==> src/hdl/mds_pkg.sv <==
`default_nettype none

package mds_pkg;

  // Register bus geometry
  localparam int ADDR_W = 8;
  localparam int DATA_W = 32;

  // Register byte addresses
  localparam logic [7:0] STATUS_ADDR = 8'h00;
  localparam logic [7:0] CTRL_ADDR = 8'h04;
  localparam logic [7:0] IRQ_STATUS_ADDR = 8'h08;
  localparam logic [7:0] IRQ_MASK_ADDR = 8'h0c;

  // Status word field positions
  localparam int STST_BIT = 31;
  localparam int OLB_BIT = 30;
  localparam int OLA_BIT = 29;
  localparam int SGB_BIT = 28;
  localparam int SGA_BIT = 27;
  localparam int OTPW_BIT = 26;
  localparam int OT_BIT = 25;
  localparam int STALL_BIT = 24;
  localparam int CS_LSB = 16;
  localparam int CS_W = 5;
  localparam int LOAD_W = 10;

  // Control register fields
  localparam int CHOPPER_TIMING_SETTING_LSB = 0;
  localparam int CHOPPER_TIMING_SETTING_W = 4;
  localparam int LSM_BIT = 4;
  localparam logic [31:0] CTRL_RESET = 32'h0000_0000;

  // Interrupt event bits
  localparam int IRQ_W = 8;
  localparam int EV_STST = 0;
  localparam int EV_OLA = 1;
  localparam int EV_OLB = 2;
  localparam int EV_SGA = 3;
  localparam int EV_SGB = 4;
  localparam int EV_OTPW = 5;
  localparam int EV_OT = 6;
  localparam int EV_STALL = 7;
  localparam logic [7:0] IRQ_MASK_RESET = 8'h00;

  // Standstill delay, counted in core clocks
  localparam int STANDSTILL_CLOCKS = 2 ** 20;
  localparam int CLK_MHZ = 100;

endpackage : mds_pkg

`default_nettype wire

==> src/hdl/mds_status_flags.sv <==
// Contract
// - Standstill flag after 2^20 clocks without step
// - Open-load flag per phase
// - Open-load never touches bridge operation
// - Short to ground sets flag, disables bridges
// - Short flags latched until driver disabled
// - Shared pre-warning flag above threshold
// - Shutdown latches off until pre-warning clears
// - Stall when load zero or mode stall
// - Live current scale reported
`timescale 1ns/100ps
`default_nettype none

module mds_status_flags #(
  parameter int STANDSTILL_CYCLES = mds_pkg::STANDSTILL_CLOCKS
) (
  // Clock and reset
  input wire logic core_clk,
  input wire logic rst_b,
  // Register port
  input wire logic [mds_pkg::ADDR_W-1:0] reg_addr,
  input wire logic [mds_pkg::DATA_W-1:0] reg_wdata,
  input wire logic reg_wr,
  input wire logic reg_rd,
  output logic [mds_pkg::DATA_W-1:0] reg_rdata,
  // Motion and enable
  input wire logic step_pulse,
  input wire logic enable_low_pin,
  // Bridge monitors
  input wire logic open_load_det_a,
  input wire logic open_load_det_b,
  input wire logic short_gnd_det_a,
  input wire logic short_gnd_det_b,
  input wire logic temp_prewarn_det,
  input wire logic temp_shutdown_det,
  // Load and current monitors
  input wire logic [mds_pkg::LOAD_W-1:0] load_measure_value,
  input wire logic load_speed_stall_det,
  input wire logic [mds_pkg::CS_W-1:0] current_scale_in,
  // Bridge control and interrupt
  output logic bridge_enable,
  output logic irq
);

  localparam int CNT_W = $clog2(STANDSTILL_CYCLES + 1);

  if (STANDSTILL_CYCLES < 2) begin : g_bad_standstill
    $error("STANDSTILL_CYCLES must be at least 2");
  end

  // Status fields must fit the data word
  if (mds_pkg::CS_LSB + mds_pkg::CS_W > mds_pkg::DATA_W) begin : g_bad_cs_field
    $error("current scale field exceeds the data word");
  end

  if (mds_pkg::IRQ_W > mds_pkg::DATA_W) begin : g_bad_irq_width
    $error("interrupt width exceeds the data word");
  end

  function automatic logic addr_hit(input logic [mds_pkg::ADDR_W-1:0] a,
                                    input logic [7:0] target);
    addr_hit = (a == target);
  endfunction : addr_hit

  // Reset release synchroniser
  // Assertion stays asynchronous, only the release is timed to the clock
  logic rst_meta_reg;
  logic rst_sync_reg;

  always_ff @(posedge core_clk or negedge rst_b) begin
    if (!rst_b) begin
      rst_meta_reg <= 1'b0;
      rst_sync_reg <= 1'b0;
    end else begin
      rst_meta_reg <= 1'b1;
      rst_sync_reg <= rst_meta_reg;
    end
  end

  wire logic rst_n;
  assign rst_n = rst_sync_reg;

  // Control register
  logic [mds_pkg::DATA_W-1:0] ctrl_reg;
  logic [mds_pkg::DATA_W-1:0] ctrl_next;
  logic [mds_pkg::IRQ_W-1:0] irq_mask_reg;
  logic [mds_pkg::IRQ_W-1:0] irq_mask_next;

  always_comb begin
    ctrl_next = ctrl_reg;
    irq_mask_next = irq_mask_reg;
    if (reg_wr && addr_hit(reg_addr, mds_pkg::CTRL_ADDR)) begin
      ctrl_next = reg_wdata;
    end
    if (reg_wr && addr_hit(reg_addr, mds_pkg::IRQ_MASK_ADDR)) begin
      irq_mask_next = reg_wdata[mds_pkg::IRQ_W-1:0];
    end
  end

  always_ff @(posedge core_clk or negedge rst_n) begin
    if (!rst_n) begin
      ctrl_reg <= mds_pkg::CTRL_RESET;
      irq_mask_reg <= mds_pkg::IRQ_MASK_RESET;
    end else begin
      ctrl_reg <= ctrl_next;
      irq_mask_reg <= irq_mask_next;
    end
  end

  wire logic [mds_pkg::CHOPPER_TIMING_SETTING_W-1:0] chopper_timing_setting;
  wire logic load_speed_mode;
  wire logic driver_off;
  assign chopper_timing_setting = ctrl_reg[mds_pkg::CHOPPER_TIMING_SETTING_LSB +: mds_pkg::CHOPPER_TIMING_SETTING_W];
  assign load_speed_mode = ctrl_reg[mds_pkg::LSM_BIT];
  // Driver counts as disabled by zero off time or the enable pin
  assign driver_off = (chopper_timing_setting == '0) || enable_low_pin;

  // Standstill counter, saturates at the limit
  logic [CNT_W-1:0] idle_cnt_reg;
  logic [CNT_W-1:0] idle_cnt_next;
  logic standstill_reg;
  logic standstill_next;

  always_comb begin
    idle_cnt_next = idle_cnt_reg;
    // A held step level keeps the counter at zero
    if (step_pulse) begin
      idle_cnt_next = '0;
    end else if (idle_cnt_reg != CNT_W'(STANDSTILL_CYCLES)) begin
      idle_cnt_next = idle_cnt_reg + 1'b1;
    end
    standstill_next = (idle_cnt_next == CNT_W'(STANDSTILL_CYCLES));
  end

  always_ff @(posedge core_clk or negedge rst_n) begin
    if (!rst_n) begin
      idle_cnt_reg <= '0;
      standstill_reg <= 1'b0;
    end else begin
      idle_cnt_reg <= idle_cnt_next;
      standstill_reg <= standstill_next;
    end
  end

  // Fault and status flags
  logic open_load_a_reg;
  logic open_load_b_reg;
  logic short_gnd_phase_a;
  logic short_gnd_phase_b;
  logic temp_prewarn_reg;
  logic temp_shutdown_flag;
  logic stall_flag;
  logic [mds_pkg::CS_W-1:0] current_scale_reg;
  logic bridge_enable_reg;

  logic open_load_a_next;
  logic open_load_b_next;
  logic short_a_next;
  logic short_b_next;
  logic temp_prewarn_next;
  logic temp_shutdown_next;
  logic stall_next;
  logic [mds_pkg::CS_W-1:0] current_scale_next;
  logic bridge_enable_next;

  always_comb begin
    // Informative only, never feeds the bridge enable
    open_load_a_next = open_load_det_a;
    open_load_b_next = open_load_det_b;
    // Detection wins over the clear so no short is missed
    short_a_next = short_gnd_det_a || (short_gnd_phase_a && !driver_off);
    short_b_next = short_gnd_det_b || (short_gnd_phase_b && !driver_off);
    temp_prewarn_next = temp_prewarn_det;
    // Held until both thresholds are left behind
    temp_shutdown_next = temp_shutdown_det ||
                         (temp_shutdown_flag && temp_prewarn_det);
    stall_next = (load_measure_value == '0) ||
                 (load_speed_mode && load_speed_stall_det);
    current_scale_next = current_scale_in;
    // Next flag values, so the bridge drops in the same edge as the flag
    bridge_enable_next = !driver_off && !short_a_next && !short_b_next &&
                         !temp_shutdown_next;
  end

  always_ff @(posedge core_clk or negedge rst_n) begin
    if (!rst_n) begin
      open_load_a_reg <= 1'b0;
      open_load_b_reg <= 1'b0;
      short_gnd_phase_a <= 1'b0;
      short_gnd_phase_b <= 1'b0;
      temp_prewarn_reg <= 1'b0;
      temp_shutdown_flag <= 1'b0;
      stall_flag <= 1'b0;
      current_scale_reg <= '0;
      bridge_enable_reg <= 1'b0;
    end else begin
      open_load_a_reg <= open_load_a_next;
      open_load_b_reg <= open_load_b_next;
      short_gnd_phase_a <= short_a_next;
      short_gnd_phase_b <= short_b_next;
      temp_prewarn_reg <= temp_prewarn_next;
      temp_shutdown_flag <= temp_shutdown_next;
      stall_flag <= stall_next;
      current_scale_reg <= current_scale_next;
      bridge_enable_reg <= bridge_enable_next;
    end
  end

  assign bridge_enable = bridge_enable_reg;

  // Status word assembly, reserved bits read zero
  logic [mds_pkg::DATA_W-1:0] driver_status_flags;

  always_comb begin
    driver_status_flags = '0;
    driver_status_flags[mds_pkg::STST_BIT] = standstill_reg;
    driver_status_flags[mds_pkg::OLB_BIT] = open_load_b_reg;
    driver_status_flags[mds_pkg::OLA_BIT] = open_load_a_reg;
    driver_status_flags[mds_pkg::SGB_BIT] = short_gnd_phase_b;
    driver_status_flags[mds_pkg::SGA_BIT] = short_gnd_phase_a;
    driver_status_flags[mds_pkg::OTPW_BIT] = temp_prewarn_reg;
    driver_status_flags[mds_pkg::OT_BIT] = temp_shutdown_flag;
    driver_status_flags[mds_pkg::STALL_BIT] = stall_flag;
    driver_status_flags[mds_pkg::CS_LSB +: mds_pkg::CS_W] = current_scale_reg;
  end

  // Interrupt status: rising flags, cleared by reading
  logic [mds_pkg::IRQ_W-1:0] flags_prev_reg;
  logic [mds_pkg::IRQ_W-1:0] flags_now;
  logic [mds_pkg::IRQ_W-1:0] irq_status_reg;
  logic [mds_pkg::IRQ_W-1:0] irq_status_next;
  logic irq_reg;
  logic irq_next;

  always_comb begin
    flags_now = '0;
    flags_now[mds_pkg::EV_STST] = standstill_reg;
    flags_now[mds_pkg::EV_OLA] = open_load_a_reg;
    flags_now[mds_pkg::EV_OLB] = open_load_b_reg;
    flags_now[mds_pkg::EV_SGA] = short_gnd_phase_a;
    flags_now[mds_pkg::EV_SGB] = short_gnd_phase_b;
    flags_now[mds_pkg::EV_OTPW] = temp_prewarn_reg;
    flags_now[mds_pkg::EV_OT] = temp_shutdown_flag;
    flags_now[mds_pkg::EV_STALL] = stall_flag;
    irq_status_next = irq_status_reg;
    if (reg_rd && addr_hit(reg_addr, mds_pkg::IRQ_STATUS_ADDR)) begin
      irq_status_next = '0;
    end
    // New event in the clearing cycle survives
    irq_status_next = irq_status_next | (flags_now & ~flags_prev_reg);
    // Next mask value lets a mask write act at once
    irq_next = |(irq_status_next & irq_mask_next);
  end

  always_ff @(posedge core_clk or negedge rst_n) begin
    if (!rst_n) begin
      flags_prev_reg <= '0;
      irq_status_reg <= '0;
      irq_reg <= 1'b0;
    end else begin
      flags_prev_reg <= flags_now;
      irq_status_reg <= irq_status_next;
      irq_reg <= irq_next;
    end
  end

  assign irq = irq_reg;

  // Read data, one cycle after the strobe; status read has no side effect
  logic [mds_pkg::DATA_W-1:0] rdata_reg;
  logic [mds_pkg::DATA_W-1:0] rdata_next;

  always_comb begin
    rdata_next = '0;
    if (reg_rd) begin
      case (reg_addr)
        mds_pkg::STATUS_ADDR: rdata_next = driver_status_flags;
        mds_pkg::CTRL_ADDR: rdata_next = ctrl_reg;
        mds_pkg::IRQ_STATUS_ADDR: begin
          rdata_next = {{(mds_pkg::DATA_W-mds_pkg::IRQ_W){1'b0}}, irq_status_reg};
        end
        mds_pkg::IRQ_MASK_ADDR: begin
          rdata_next = {{(mds_pkg::DATA_W-mds_pkg::IRQ_W){1'b0}}, irq_mask_reg};
        end
        default: rdata_next = '0;
      endcase
    end
  end

  always_ff @(posedge core_clk or negedge rst_n) begin
    if (!rst_n) begin
      rdata_reg <= '0;
    end else begin
      rdata_reg <= rdata_next;
    end
  end

  assign reg_rdata = rdata_reg;

endmodule : mds_status_flags

`default_nettype wire

==> config.mk <==
export PLATFORM = sky130hd
export DESIGN_NAME = mds_status_flags
export DESIGN_NICKNAME = d
export VERILOG_FILES = /design/src/hdl/mds_pkg.sv /design/src/hdl/mds_status_flags.sv
export SDC_FILE = /design/constraint.sdc
export NUM_CORES = 1
export LEC_CHECK = 0
export BUFFER_PORTS_ARGS = -buffer_cell sky130_fd_sc_hd__buf_2
export CAP_MARGIN = 20
export CORE_UTILIZATION = 50
export CTS_CLUSTER_DIAMETER = 100
export DETAILED_ROUTE_END_ITERATION = 12
export PLACE_DENSITY = 0.72
export SETUP_SLACK_MARGIN = 0.3
export SLEW_MARGIN = 20
export SYNTH_ARGS = -nofsm -noshare
export SYNTH_HDL_FRONTEND = slang
export SYNTH_SLANG_ARGS = --single-unit
export TNS_END_PERCENT = 20
==> constraint.sdc <==
create_clock -name core_clk -period 3.9 [get_ports core_clk]
set_input_delay 0.39 -clock core_clk [delete_from_list [all_inputs] [get_ports core_clk]]
set_output_delay 0.39 -clock core_clk [all_outputs]
set_load 0.005 [all_outputs]
Word level (Yosys, flattened, before mapping):

Cells that the tools add are included.

* memory bits (read-only): 0
* input port bits: 68
* memories: 0
* output and inout bits: 34
* bits in writable memories: 0
* flip-flop bits (word level): 126
* latch bits: 0

* multiply operators: 0
* reduce and logical (&&, ||, !) cells: 23
* equality and inequality tests: 5
* shifts and indexed selects: 0
* muxes and demuxes: 6
* order comparisons: 0
* bitwise gates (word level): 4
* add/subtract/negate cells: 1
* div/mod/pow operators: 0

Operators by type and width (count)
* case mux 32 bit (4 select lines): 1
* two-way mux 21 bit: 2
* two-way mux 32 bit: 1
* adder 21 x 1 -> 21 bit, second input constant: 1
* equality test 21 bit, second input constant: 1
* inequality test 21 bit, second input constant: 1
* bitwise AND 8 bit: 2
* equality test 8 x 4 -> 1 bit, second input constant: 2
* two-way mux 8 bit: 2
* logical AND 1 bit: 10
* zero test 10 bit: 1
* equality test 8 x 3 -> 1 bit, second input constant: 1
* zero test 8 bit: 1
* inverter 8 bit: 1
* OR 8 bit: 1
* OR reduction 8 bit: 1
* logical OR 1 bit: 5
* zero test 1 bit: 4
* zero test 4 bit: 1

Depth between registers and ports, before layout:

Gate-level depths: netlist (run 1).

* depth after elaboration: 9
* gate-level depth with buffers: 8

Worst setup path after synthesis (run 1):

OpenSTA, ideal clock, no wires.

* kind: in2reg
* from: input reg_addr[5] in the netlist's numbering
* to: register irq_reg, in the netlist irq
* cell stages on the path: 7
* setup slack: 2.007 ns
* required time: 3.762 ns
* path buffers: 1
* arrival: 1.755 ns
* cell sequence: nor2_2 nand4_1 nand2b_1 clkbuf_1 a2bb2oi_1 o22ai_1 or4_1

* cells in the longest elaborated chain, start to end: 6
* elaborated cells between the ends (all ways): 9

Ends and longest elaborated chain
* start, declared: RTL line mds_status_flags.sv:21 `input wire logic [mds_pkg::ADDR_W-1:0] reg_addr,`
* equality test 8 x 4 -> 1 bit: RTL line mds_status_flags.sv:62 `addr_hit = (a == target);`
* logical AND 1 bit: RTL line mds_status_flags.sv:246 `if (reg_rd && addr_hit(reg_addr, mds_pkg::IRQ_STATUS_ADDR)) begin`
* two-way mux 8 bit: RTL line mds_status_flags.sv:246
* OR 8 bit: RTL line mds_status_flags.sv:250 `irq_status_next = irq_status_next | (flags_now & ~flags_prev_reg);`
* bitwise AND 8 bit (*): RTL line mds_status_flags.sv:252 `irq_next = |(irq_status_next & irq_mask_next);`
* OR reduction 8 bit (*): RTL line mds_status_flags.sv:252
* net irq_next: RTL line mds_status_flags.sv:233 `logic irq_next;`
* end signal, assigned: RTL line mds_status_flags.sv:263 `irq_reg <= irq_next;`
* end, declared: RTL line mds_status_flags.sv:232 `logic irq_reg;`

The timed path passes the listed nets; every way through them passes the cells marked *.
A chain may end at the register's enable or synchronous reset.

Final worst setup path (run 1):

* from: register idle_cnt_reg[1]
* to: register standstill_reg

* cells in the longest elaborated chain, start to end: 4
* elaborated cells between the ends (all ways): 5

Ends and longest elaborated chain
* start, declared: RTL line mds_status_flags.sv:119 `logic [CNT_W-1:0] idle_cnt_reg;`
* start signal, assigned: RTL line mds_status_flags.sv:140 `idle_cnt_reg <= idle_cnt_next;`
* adder 21 x 1 -> 21 bit or inequality test 21 bit (tied branches): RTL line mds_status_flags.sv:130, mds_status_flags.sv:129
* two-way mux 21 bit (*): RTL line mds_status_flags.sv:129 `end else if (idle_cnt_reg != CNT_W'(STANDSTILL_CYCLES)) begin`
* two-way mux 21 bit (*): RTL line mds_status_flags.sv:127 `if (step_pulse) begin`
* equality test 21 bit (*): RTL line mds_status_flags.sv:132 `standstill_next = (idle_cnt_next == CNT_W'(STANDSTILL_CYCLES));`
* net standstill_next: RTL line mds_status_flags.sv:122 `logic standstill_next;`
* end signal, assigned: RTL line mds_status_flags.sv:141 `standstill_reg <= standstill_next;`
* end, declared: RTL line mds_status_flags.sv:121 `logic standstill_reg;`

Marked as above.

==> run_results.csv, run 1 <==
group,metric,value,unit
yosys,synth.most_common_cell,"dfrtp_1",
critical_path,cp_num_cells,7,
cts,cts_tree,"yes",
place,hpwl,7770,µm
cts,post_cts_buffers,0,
run_status,status,"complete, no violations",
route,wl,11300,µm
route,routed_via_density,5.28,
power,comb_power_share,0.047,
yosys,yosys.area_share.simple,0.133,
sta,slew_violations,0,
power,seqPwrFrac,0.455,
power,p_switching,0.000649,W
yosys,syn_nets,512,
yosys,synthAdderAreaFrac,0.00477,
cells_and_area,area_delta_synth_final,24.3,%
yosys,synthArstFlopShare,1.00,
route,wl_per_cell,16.1,µm
critical_path,r2r_start,"idle_cnt_reg[1]",
critical_path,path_cells,"ha_1 > nand4_1 > nor3_1 > nand2_1 > a221oi_1 > nor3_1 > and4bb_1",
cts,clk_path_buf_depth,2,
critical_path,critPathRequiredTime,4.30,ns
yosys,synth_compound_area_frac,0.0708,
sta,fin_worst_skew,0.00517,ns
hold_path,min_path_type,"in2reg",
yosys,avgSynthCellArea,11.9,µm²
yosys,synth-edff-count,0,
critical_path,crit_family,"simple AND/OR/NAND/NOR gates",
die,core_area,10200,µm²
yosys,synth_ff_type,"dfrtp_1",
critical_path,arrival,2.90,ns
grt,grt_max_degree,62,
critical_path,slowest_stage,"nor3_1",
yosys,synth_top_area_share,0.601,
route,via_count,3704,
cts,root_buffer,"clkbuf_8",
cts,htree_levels,4,
yosys,synthMuxAreaShare,0.105,
cells_and_area,fin_area,6520,µm²
critical_path,critPathBufInv,0,
cells_and_area,fin_cells,701,
critical_path,reg2reg_depth,7,
yosys,synth.largest_area_cell,"dfrtp_1",
die,fp-row-count,37,
power,vdd_drop_max,0.000289,V
cts,cts_hold_buf,9,
place,dp.cells,659,
cells_and_area,nets,621,
yosys,synth.cell_area,5250,µm²
critical_path,critPathMaxStageDelay,0.54,ns
critical_path,path_max_fanout,7,
yosys,synth_top_family_by_area,"simple AND/OR/NAND/NOR gates",
die,start_util,0.513,
power,power_density,466,nW/µm²
die,die_w,104,µm
critical_path,end_kind,"register",
die,io_pins,102,
critical_path,crit_top_cell,"nor3_1",
cts,clk_latency,0.52,ns
sta,tightest_slew,0.965,ns
hold_path,hold_start,"short_gnd_det_a",
yosys,syn_inst,442,
power,intPower,0.00239,W
critical_path,r2r_slack,1.40,ns
sta,fmax,0.399,GHz
place,placed_area,5850,µm²
power,p_sw_frac,0.213,
die,die-area,10900,µm²
grt,grt_pass1_vias,3845,
sta,rsz0062_at_grt,"no",
critical_path,r2r_end,"standstill_reg",
critical_path,cp-endpoint,"standstill_reg",
yosys,ys_ff_latch,126,
critical_path,crit_type,"reg2reg",
cts,cts_resized,0,
route,ant_nets,0,
sta,hold_viol,0,
power,total_power,0.00304,W
route,drc,0,
route,dr.first_iter.drc_count,167,
yosys,yosysWarnings,0,
grt,grt_first_pass_wirelength,19000,µm
yosys,synth_area_leaders,"dfrtp_1 60%, mux2_2 8.6%, nor2_1 3.9%, a22oi_1 3.0%, xnor2_1 2.8%",
yosys,yosys.area_share.xor_xnor,0.0417,
sta,fin_setup_tns,0,ns
sta,relSlewSlack,0.353,
sta,fin_crit,2.50,ns
power,p_leak,3.29,nW
place,finalWeightedCongestion,0.890,
cells_and_area,fin_util,0.637,
cts,numCtsBuffers,17,
yosys,seq_area_frac_synth,0.601,
cells_and_area,post_route_cells_drive_above_1_share,0.328,
sta,finalCritPeriodShare,0.642,
grt,grt_usage,0.230,
power,pwr-share-clk,0.497,
die,fp.dieH,104,µm
critical_path,startpoint,"idle_cnt_reg[1]",
grt,grt_overflow,0,
route,firstDrtPassIters,7,
yosys,yosysUniqueCellTypes,51,
yosys,synth_common_cells,"126 x dfrtp_1, 54 x nor2_1, 40 x mux2_2, 30 x inv_1, 21 x a22oi_1",
place,io_buffers,101,
sta,setup_violations,0,
grt,grt_antenna_before_repair,1,
job,maxCapViolCount,0,
cts,cts.sinks,126,
cts,clk_pin_slew,0.05,ns
critical_path,cp-start-kind,"register",
power groups by stage:
stage	logic [W]	clock network, W	registers (W)
floorplan	0.0000710	0	0.00140
global placement	0.000133	0	0.00140
detailed placement	0.000137	0	0.00141
CTS	0.000146	0.00154	0.00138
global route	0.000161	0.00160	0.00139
finish	0.000144	0.00151	0.00138
logic make-up after synthesis:
group | after synthesis
other cells | 1
compound gates | 48
fa+ha+maj | 2
buf+inv | 55
simple gates | 135
flops | 126
xor+xnor | 25
mux | 50
worst min path at each step:
stage                        endpoint  cells after the start  slack, ns
floorplan                rst_meta_reg                      0       0.09
global placement         rst_meta_reg                      1       0.17
detailed placement       rst_meta_reg                      1       0.18
CTS                 short_gnd_phase_a                      2       0.06
global route        short_gnd_phase_b                      2       0.06
finish              short_gnd_phase_a                      2        0.1
area by class of cell:
| type | count | area, µm² |
|---|---|---|
| inverter | 30 | 113 |
| antenna | 1 | 2.50 |
| fill | 815 | 3710 |
| clock buffer | 21 | 429 |
| multi-input combinational | 261 | 1870 |
| clock inverter | 11 | 143 |
| tap | 136 | 170 |
| timing repair buffer | 115 | 633 |
| sequential | 126 | 3160 |
cells in the final DEF, fill, tap and decap left out, types with 3 or more instances in the layout:
cell           instances
dfrtp_1              125
buf_2                101
nor2_1                54
mux2_2                40
inv_1                 30
a22oi_1               21
xnor2_1               17
clkbuf_16             16
nand2_1               14
and3_1                13
nand3_1               11
mux2i_1               10
dlygate4sd3_1          9
xor2_1                 8
a2bb2oi_1              8
nand4_1                7
nor3_1                 6
buf_4                  5
nor4_1                 4
nor2_2                 4
o22ai_1                4
clkbuf_1               4
clkinv_2               4
and4_1                 3
a21o_1                 3
bufinv_16              3
through the flow:
step | setup WS (ns) | hold WS [ns]
after global routing | 1.10 | 0.0605
after floorplan | 1.80 | 0.0944
after CTS | 1.43 | 0.0620
after detailed placement | 1.28 | 0.177
after global placement | 1.40 | 0.175
final | 1.40 | 0.0952
worst register-to-register path, cell delays in order (launching register included):
cell	delay (ns)
dfrtp_1	0.45
ha_1	0.32
nand4_1	0.24
nor3_1	0.54
nand2_1	0.19
a221oi_1	0.31
nor3_1	0.10
and4bb_1	0.24
routing by layer:
metal	global-route usage	up-vias	wire length [µm]	share of wire
li1	-	1740	-	-
met1	0.284	1829	4870	0.43
met2	0.367	107	5610	0.50
met3	0.0746	28	509	0.045
met4	0.106	0	335	0.030
met5	0	-	0	0
Power figures use the tool's default switching activity.
==> run 2, diff against run 1 <==
--- a/config.mk
+++ b/config.mk
@@ -5,12 +5,13 @@
 export SDC_FILE = /design/constraint.sdc
 export NUM_CORES = 1
 export LEC_CHECK = 0
+export ABC_AREA = 1
 export BUFFER_PORTS_ARGS = -buffer_cell sky130_fd_sc_hd__buf_2
 export CAP_MARGIN = 20
-export CORE_UTILIZATION = 50
+export CORE_UTILIZATION = 55
 export CTS_CLUSTER_DIAMETER = 100
 export DETAILED_ROUTE_END_ITERATION = 12
-export PLACE_DENSITY = 0.72
+export PLACE_DENSITY = 0.75
 export SETUP_SLACK_MARGIN = 0.3
 export SLEW_MARGIN = 20
 export SYNTH_ARGS = -nofsm -noshare
==> constraint.sdc (replaced) <==
create_clock -name core_clk -period 2.4 [get_ports core_clk]
set_input_delay 0.24 -clock core_clk [delete_from_list [all_inputs] [get_ports core_clk]]
set_output_delay 0.24 -clock core_clk [all_outputs]
set_load 0.005 [all_outputs]
==> run 2 against run 1 <==
Effect of this change:
- via count increased by 23%
- largest power group unchanged
- clock power increased by 54%
- utilization increased by 11 points
- flip-flop and latch count unchanged
- combinational power increased by 86%
- largest cell class unchanged
- register-to-register slack got worse by 0.88 ns
- worst setup slack got worse by 0.88 ns
- highest routed layer unchanged
- area after synthesis increased by 1.9%
- sequential share of layout area decreased by 3.0 points
==> run_results.csv, run 2 <==
group,metric,value,unit
route,wl_per_cell,14.8,µm
critical_path,critPathRequiredTime,2.83,ns
cts,root_buffer,"clkbuf_8",
sta,fin_crit,1.88,ns
cells_and_area,post_route_cells_drive_above_1_share,0.222,
yosys,ys_ff_latch,126,
yosys,synth-edff-count,0,
yosys,synth_top_family_by_area,"simple AND/OR/NAND/NOR gates",
cts,clk_latency,0.51,ns
sta,rsz0062_at_grt,"no",
yosys,synth_common_cells,"151 x nand2_1, 126 x dfrtp_1, 81 x inv_1, 68 x nor2_1, 45 x nand3_1",
cts,numCtsBuffers,17,
run_status,status,"complete, no violations",
die,fp-row-count,35,
route,via_count,4568,
yosys,synth_top_area_share,0.590,
job,maxCapViolCount,0,
cells_and_area,nets,827,
sta,slew_violations,0,
cts,cts_hold_buf,38,
route,drc,0,
yosys,synth_compound_area_frac,0.0683,
yosys,seq_area_frac_synth,0.590,
grt,grt_usage,0.280,
yosys,yosysWarnings,0,
place,hpwl,8860,µm
yosys,synthArstFlopShare,1.00,
route,ant_nets,0,
critical_path,critPathMaxStageDelay,0.40,ns
critical_path,crit_top_cell,"nand2_1",
die,io_pins,102,
route,firstDrtPassIters,6,
cts,cts_tree,"yes",
die,core_area,9330,µm²
sta,relSlewSlack,0.559,
place,finalWeightedCongestion,0.943,
cells_and_area,final_cell_mix,"151 x nand2_1, 125 x dfrtp_1, 101 x buf_2, 81 x inv_1, 68 x nor2_1",
place,io_buffers,101,
yosys,synthMuxAreaShare,0.0274,
critical_path,reg2reg_depth,11,
yosys,avgSynthCellArea,8.88,µm²
sta,fmax,0.531,GHz
yosys,synth.largest_area_cell,"dfrtp_1",
grt,grt_first_pass_wirelength,21500,µm
cells_and_area,final_common_cell,"nand2_1",
sta,setup_violations,0,
grt,grt_pass1_vias,4543,
sta,tightest_slew,0.662,ns
critical_path,crit_type,"reg2reg",
critical_path,end_kind,"register",
die,die_w,101,µm
cts,cts_resized,0,
cts,post_cts_buffers,0,
grt,grt_antenna_before_repair,0,
cts,cts.sinks,126,
power,power_density,695,nW/µm²
yosys,syn_inst,602,
cells_and_area,n_antenna_cell,0,
sta,finalCritPeriodShare,0.785,
yosys,synth.most_common_cell,"nand2_1",
die,fp.dieH,101,µm
yosys,synthAdderAreaFrac,0.00468,
cts,clk_pin_slew,0.06,ns
yosys,yosysUniqueCellTypes,35,
sta,fin_setup_tns,0,ns
cts,clk_path_buf_depth,2,
yosys,synth.cell_area,5350,µm²
yosys,yosys.area_share.xor_xnor,0.00328,
critical_path,path_max_fanout,5,
sta,fin_worst_skew,0.00654,ns
cells_and_area,area_delta_synth_final,30.0,%
route,wl,13300,µm
yosys,yosys.area_share.simple,0.235,
die,die-area,10100,µm²
route,dr.first_iter.drc_count,234,
critical_path,path_cells,"ha_1 > inv_1 > nor2_2 > nand2_2 > o21ai_1 > nand2_1 > o21ai_1 > nand2_1 > nor2_1 > nand2_1 > nor2_1",
hold_path,hold_depth,3,
route,routed_via_density,5.08,
cells_and_area,fin_util,0.745,
cells_and_area,num-fill-cells,667,
yosys,synth_ff_type,"dfrtp_1",
yosys,synth_area_leaders,"dfrtp_1 59%, nand2_1 11%, inv_1 5.7%, nor2_1 4.8%, nand3_1 4.2%",
sta,hold_viol,0,
critical_path,arrival,2.32,ns
critical_path,cp-start-kind,"register",
power,vdd_drop_max,0.000631,V
critical_path,slowest_stage,"dfrtp_1",
hold_path,min_path_type,"in2reg",
grt,grt_overflow,0,
die,start_util,0.573,
cts,htree_levels,4,
yosys,syn_nets,672,
grt,grt_max_degree,52,
power,p_leak,3.80,nW
run 2: cell types whose count changed in the layout (fill, tap and decap cells not counted), sizes merged, moves of 16 or more:
cell	before	now
a22oi	21	0
o21ai	1	34
mux2	40	13
nand2	14	154
xnor2	17	1
a21oi	0	31
nor2	58	74
inv	30	90
nand3	12	46
dlygate4sd3	9	38
run 2: final cells by class:
type / instances / area [µm²] / area share
Multi-Input combinational cell: 380 / 1820 / 0.261
Clock inverter: 15 / 128 / 0.0184
Sequential cell: 126 / 3160 / 0.454
Inverter: 83 / 312 / 0.0448
Timing Repair Buffer: 149 / 961 / 0.138
Clock buffer: 17 / 414 / 0.0596
Tap cell: 129 / 161 / 0.0232
run 2: worst max-delay path, delay by kind of cell (launching register included):
family | cells | cell delay [ns]
flops | 1 | 0.40
simple gates | 7 | 0.76
fa+ha+maj | 1 | 0.24
buf+inv | 1 | 0.07
compound gates | 2 | 0.33
run 2: per-stage QoR:
step           std cells  setup WS, ns  hold slack [ns]  total power (W)  instance area, µm²
4_1_cts              899         0.545         0.000543          0.00485                6950
3_5_place_dp         829         0.538           0.0290          0.00249                6030
3_3_place_gp         829         0.569           0.0256          0.00248                6030
2_1_floorplan        602         0.301          -0.0556          0.00237                5350
5_1_grt              899         0.347          0.00199          0.00500                6950
6_report             899         0.516           0.0109          0.00483                6950
run 2: layer usage:
layer / track usage / vias to the layer above / routed length (µm)
li1: - / 2215 / -
met1: 0.354 / 2139 / 5500
met2: 0.467 / 184 / 6670
met3: 0.0589 / 30 / 702
met4: 0.126 / 0 / 399
met5: 0 / - / 0
run 2: worst paths after layout:
kind	startpoint	end	slack, ns
worst min-delay path	reg_wdata[4]	ctrl_reg[4]	0.01
worst min register to register	rst_n	ctrl_reg[19]	0.36
worst max register to register	idle_cnt_reg[1]	standstill_reg	0.52
worst max-delay path	idle_cnt_reg[1]	standstill_reg	0.52
max in group asynchronous	rst_n	ctrl_reg[0]	1.31
min in group asynchronous	rst_b	rst_meta_reg	0.04
run 2: cell families after synthesis:
logic type                 after synthesis
and+or+nand+nor                        292
AOI/OAI and AO/OA                       70
DFF                                    126
other                                    1
muxes                                   13
buffers and inverters                   96
adders and majority gates                2
xor gates and xnor gates                 2
run 2: power breakdown:
part / total, W / internal (W) / switching, W
sequential: 0.00224 / 0.00219 / 0.0000518
clock: 0.00232 / 0.00130 / 0.00102
combinational: 0.000268 / 0.000132 / 0.000136
==> run 3, diff against run 2 <==
--- a/config.mk
+++ b/config.mk
@@ -8,10 +8,10 @@
 export ABC_AREA = 1
 export BUFFER_PORTS_ARGS = -buffer_cell sky130_fd_sc_hd__buf_2
 export CAP_MARGIN = 20
-export CORE_UTILIZATION = 55
+export CORE_UTILIZATION = 50
 export CTS_CLUSTER_DIAMETER = 100
 export DETAILED_ROUTE_END_ITERATION = 12
-export PLACE_DENSITY = 0.75
+export PLACE_DENSITY = 0.72
 export SETUP_SLACK_MARGIN = 0.3
 export SLEW_MARGIN = 20
 export SYNTH_ARGS = -nofsm -noshare
==> constraint.sdc (replaced) <==
create_clock -name core_clk -period 1.58 [get_ports core_clk]
set_input_delay 0.158 -clock core_clk [delete_from_list [all_inputs] [get_ports core_clk]]
set_output_delay 0.158 -clock core_clk [all_outputs]
set_load 0.005 [all_outputs]
==> run 3 against run 2 <==
Effect of this change:
- the run now ends with setup timing left
- global-route usage decreased by 1.3 points
- final cell count increased by 7.0%
- largest cell class unchanged
- flip-flop and latch count unchanged
- largest power group unchanged
- combinational power increased by 91%
- power increased by 67%
- via count increased by 4.2%
- design area increased by 12%
==> run_results.csv, run 3 (synthesis results as in run 2) <==
group,metric,value,unit
run_status,status,"complete, but fails checks",
power,p_leak,4.13,nW
route,wl,14300,µm
die,die-area,11100,µm²
sta,fin_setup_tns,-0.130,ns
job,maxCapViolCount,0,
critical_path,crit_type,"reg2reg",
grt,grt_first_pass_wirelength,22900,µm
critical_path,path_max_fanout,5,
cells_and_area,nets,883,
critical_path,cp-start-kind,"register",
grt,grt_antenna_before_repair,0,
cts,clk_pin_slew,0.06,ns
die,fp.dieH,105,µm
route,drc,0,
route,via_count,4758,
grt,grt_max_degree,55,
sta,rsz0062_at_grt,"yes",
hold_path,min_path_type,"in2reg",
critical_path,arrival,2.16,ns
route,dr.first_iter.drc_count,280,
cells_and_area,n_antenna_cell,0,
die,core_area,10300,µm²
run_status,violations,"setup timing",
cts,htree_levels,4,
sta,fin_crit,1.71,ns
place,io_buffers,101,
cts,clk_path_buf_depth,2,
grt,grt_usage,0.268,
die,die_w,105,µm
cts,cts.sinks,126,
grt,grt_overflow,0,
cells_and_area,final_cell_mix,"137 x nand2_1, 116 x dfrtp_1, 101 x buf_2, 73 x inv_1, 57 x nor2_1",
cells_and_area,final_common_cell,"nand2_1",
route,wl_per_cell,14.8,µm
grt,grt_pass1_vias,4797,
critical_path,slowest_stage,"dfrtp_2",
cts,clk_latency,0.52,ns
sta,fin_worst_skew,0.00956,ns
sta,slew_violations,0,
cells_and_area,area_delta_synth_final,45.4,%
place,hpwl,8940,µm
cts,cts_tree,"yes",
cts,root_buffer,"clkbuf_8",
sta,fmax,0.585,GHz
critical_path,path_cells,"ha_4 > inv_2 > nor2_4 > nand2_4 > nor2_4 > nand2_2 > nor2_1 > nand2_1 > nand2_1 > nand2_2 > nor2_1 > nand2_1 > nor2_1",
cells_and_area,fin_cells,962,
power,power_density,1040,nW/µm²
place,dp.cells,869,
die,fp-row-count,37,
sta,setup_violations,1,
die,io_pins,102,
cells_and_area,fin_util,0.753,
critical_path,startpoint,"idle_cnt_reg[1]",
sta,hold_viol,0,
sta,fin_ws,-0.130,ns
cts,numCtsBuffers,17,
critical_path,critPathMaxStageDelay,0.41,ns
critical_path,reg2reg_depth,13,
route,routed_via_density,4.95,
route,firstDrtPassIters,7,
hold_path,hold_start,"load_measure_value[6]",
sta,finalCritPeriodShare,1.08,
route,ant_nets,0,
cells_and_area,post_route_cells_drive_above_1_share,0.335,
critical_path,r2r_start,"idle_cnt_reg[1]",
critical_path,critPathRequiredTime,2.03,ns
place,finalWeightedCongestion,0.934,
critical_path,end_kind,"register",
hold_path,hold_depth,3,
die,start_util,0.518,
power,vdd_drop_max,0.000687,V
-- run 3: cell count changes in the layout (fill, tap and decap cells not counted), sizes merged --
cell,delta
buf,+43
clkinvlp,-1
inv,-2
bufinv,+4
clkinv,-3
clkbuf,+2
dlygate4sd3,+13
-- run 3: timing repair --
| action | in CTS | in global routing |
|---|---|---|
| endpoints found under the setup margin | 16 | 23 |
| pin swaps | 17 | 30 |
| buffers inserted | 7 | 3 |
| hold buffers | 51 | 0 |
| gates resized for setup | 29 | 48 |
| hold endpoints to repair | 59 | 0 |
-- run 3: final cells by class --
type                    instances  area [µm²]
clock buffers                  19         432
clock inverters                13         200
fillers                       690        2550
inverters                      83         312
multi-input cells             380        2030
flip-flops and latches        126        3170
well taps                     136         170
repair buffers                205        1470
-- run 3: routing by layer --
metal | global-route usage | vias to the layer above | wire (µm)
met4 | 0.118 | 0 | 367
met1 | 0.325 | 2261 | 5960
met2 | 0.464 | 134 | 7380
met3 | 0.0507 | 34 | 554
li1 | - | 2329 | -
met5 | 0 | - | 0
-- run 3: worst max-delay path: cells and delay by family, from the launching register on --
family / cells / cell delay, ns
simple gates: 11 / 1.02
flops: 1 / 0.41
fa+ha+maj: 1 / 0.16
buf+inv: 1 / 0.04
-- run 3: power breakdown --
part           switching, W  internal (W)  total (W)
combinational      0.000251      0.000261   0.000512
sequential        0.0000692       0.00332    0.00339
clock               0.00153       0.00265    0.00418
total               0.00185       0.00623    0.00809
-- run 3: final timing paths --
check,end,slack (ns)
max,standstill_reg,-0.13
min in group asynchronous,short_gnd_phase_b,0.23
max in group asynchronous,idle_cnt_reg[2],0.74
min reg2reg,short_gnd_phase_b,0.23
min,stall_flag,0.02
max reg2reg,standstill_reg,-0.13
-- run 3: through the flow --
| step | power [W] | area (µm²) | hold WS, ns | setup WS (ns) |
|---|---|---|---|---|
| 2_1_floorplan | 0.00360 | 5370 | -0.138 | 0.0859 |
| 5_1_grt | 0.00833 | 7770 | 0.0157 | -0.259 |
| 3_5_place_dp | 0.00381 | 6320 | -0.0539 | -0.0669 |
| 6_report | 0.00809 | 7770 | 0.0233 | -0.130 |
| 3_3_place_gp | 0.00380 | 6320 | -0.0564 | -0.0540 |
| 4_1_cts | 0.00808 | 7630 | 0.00158 | -0.0491 |
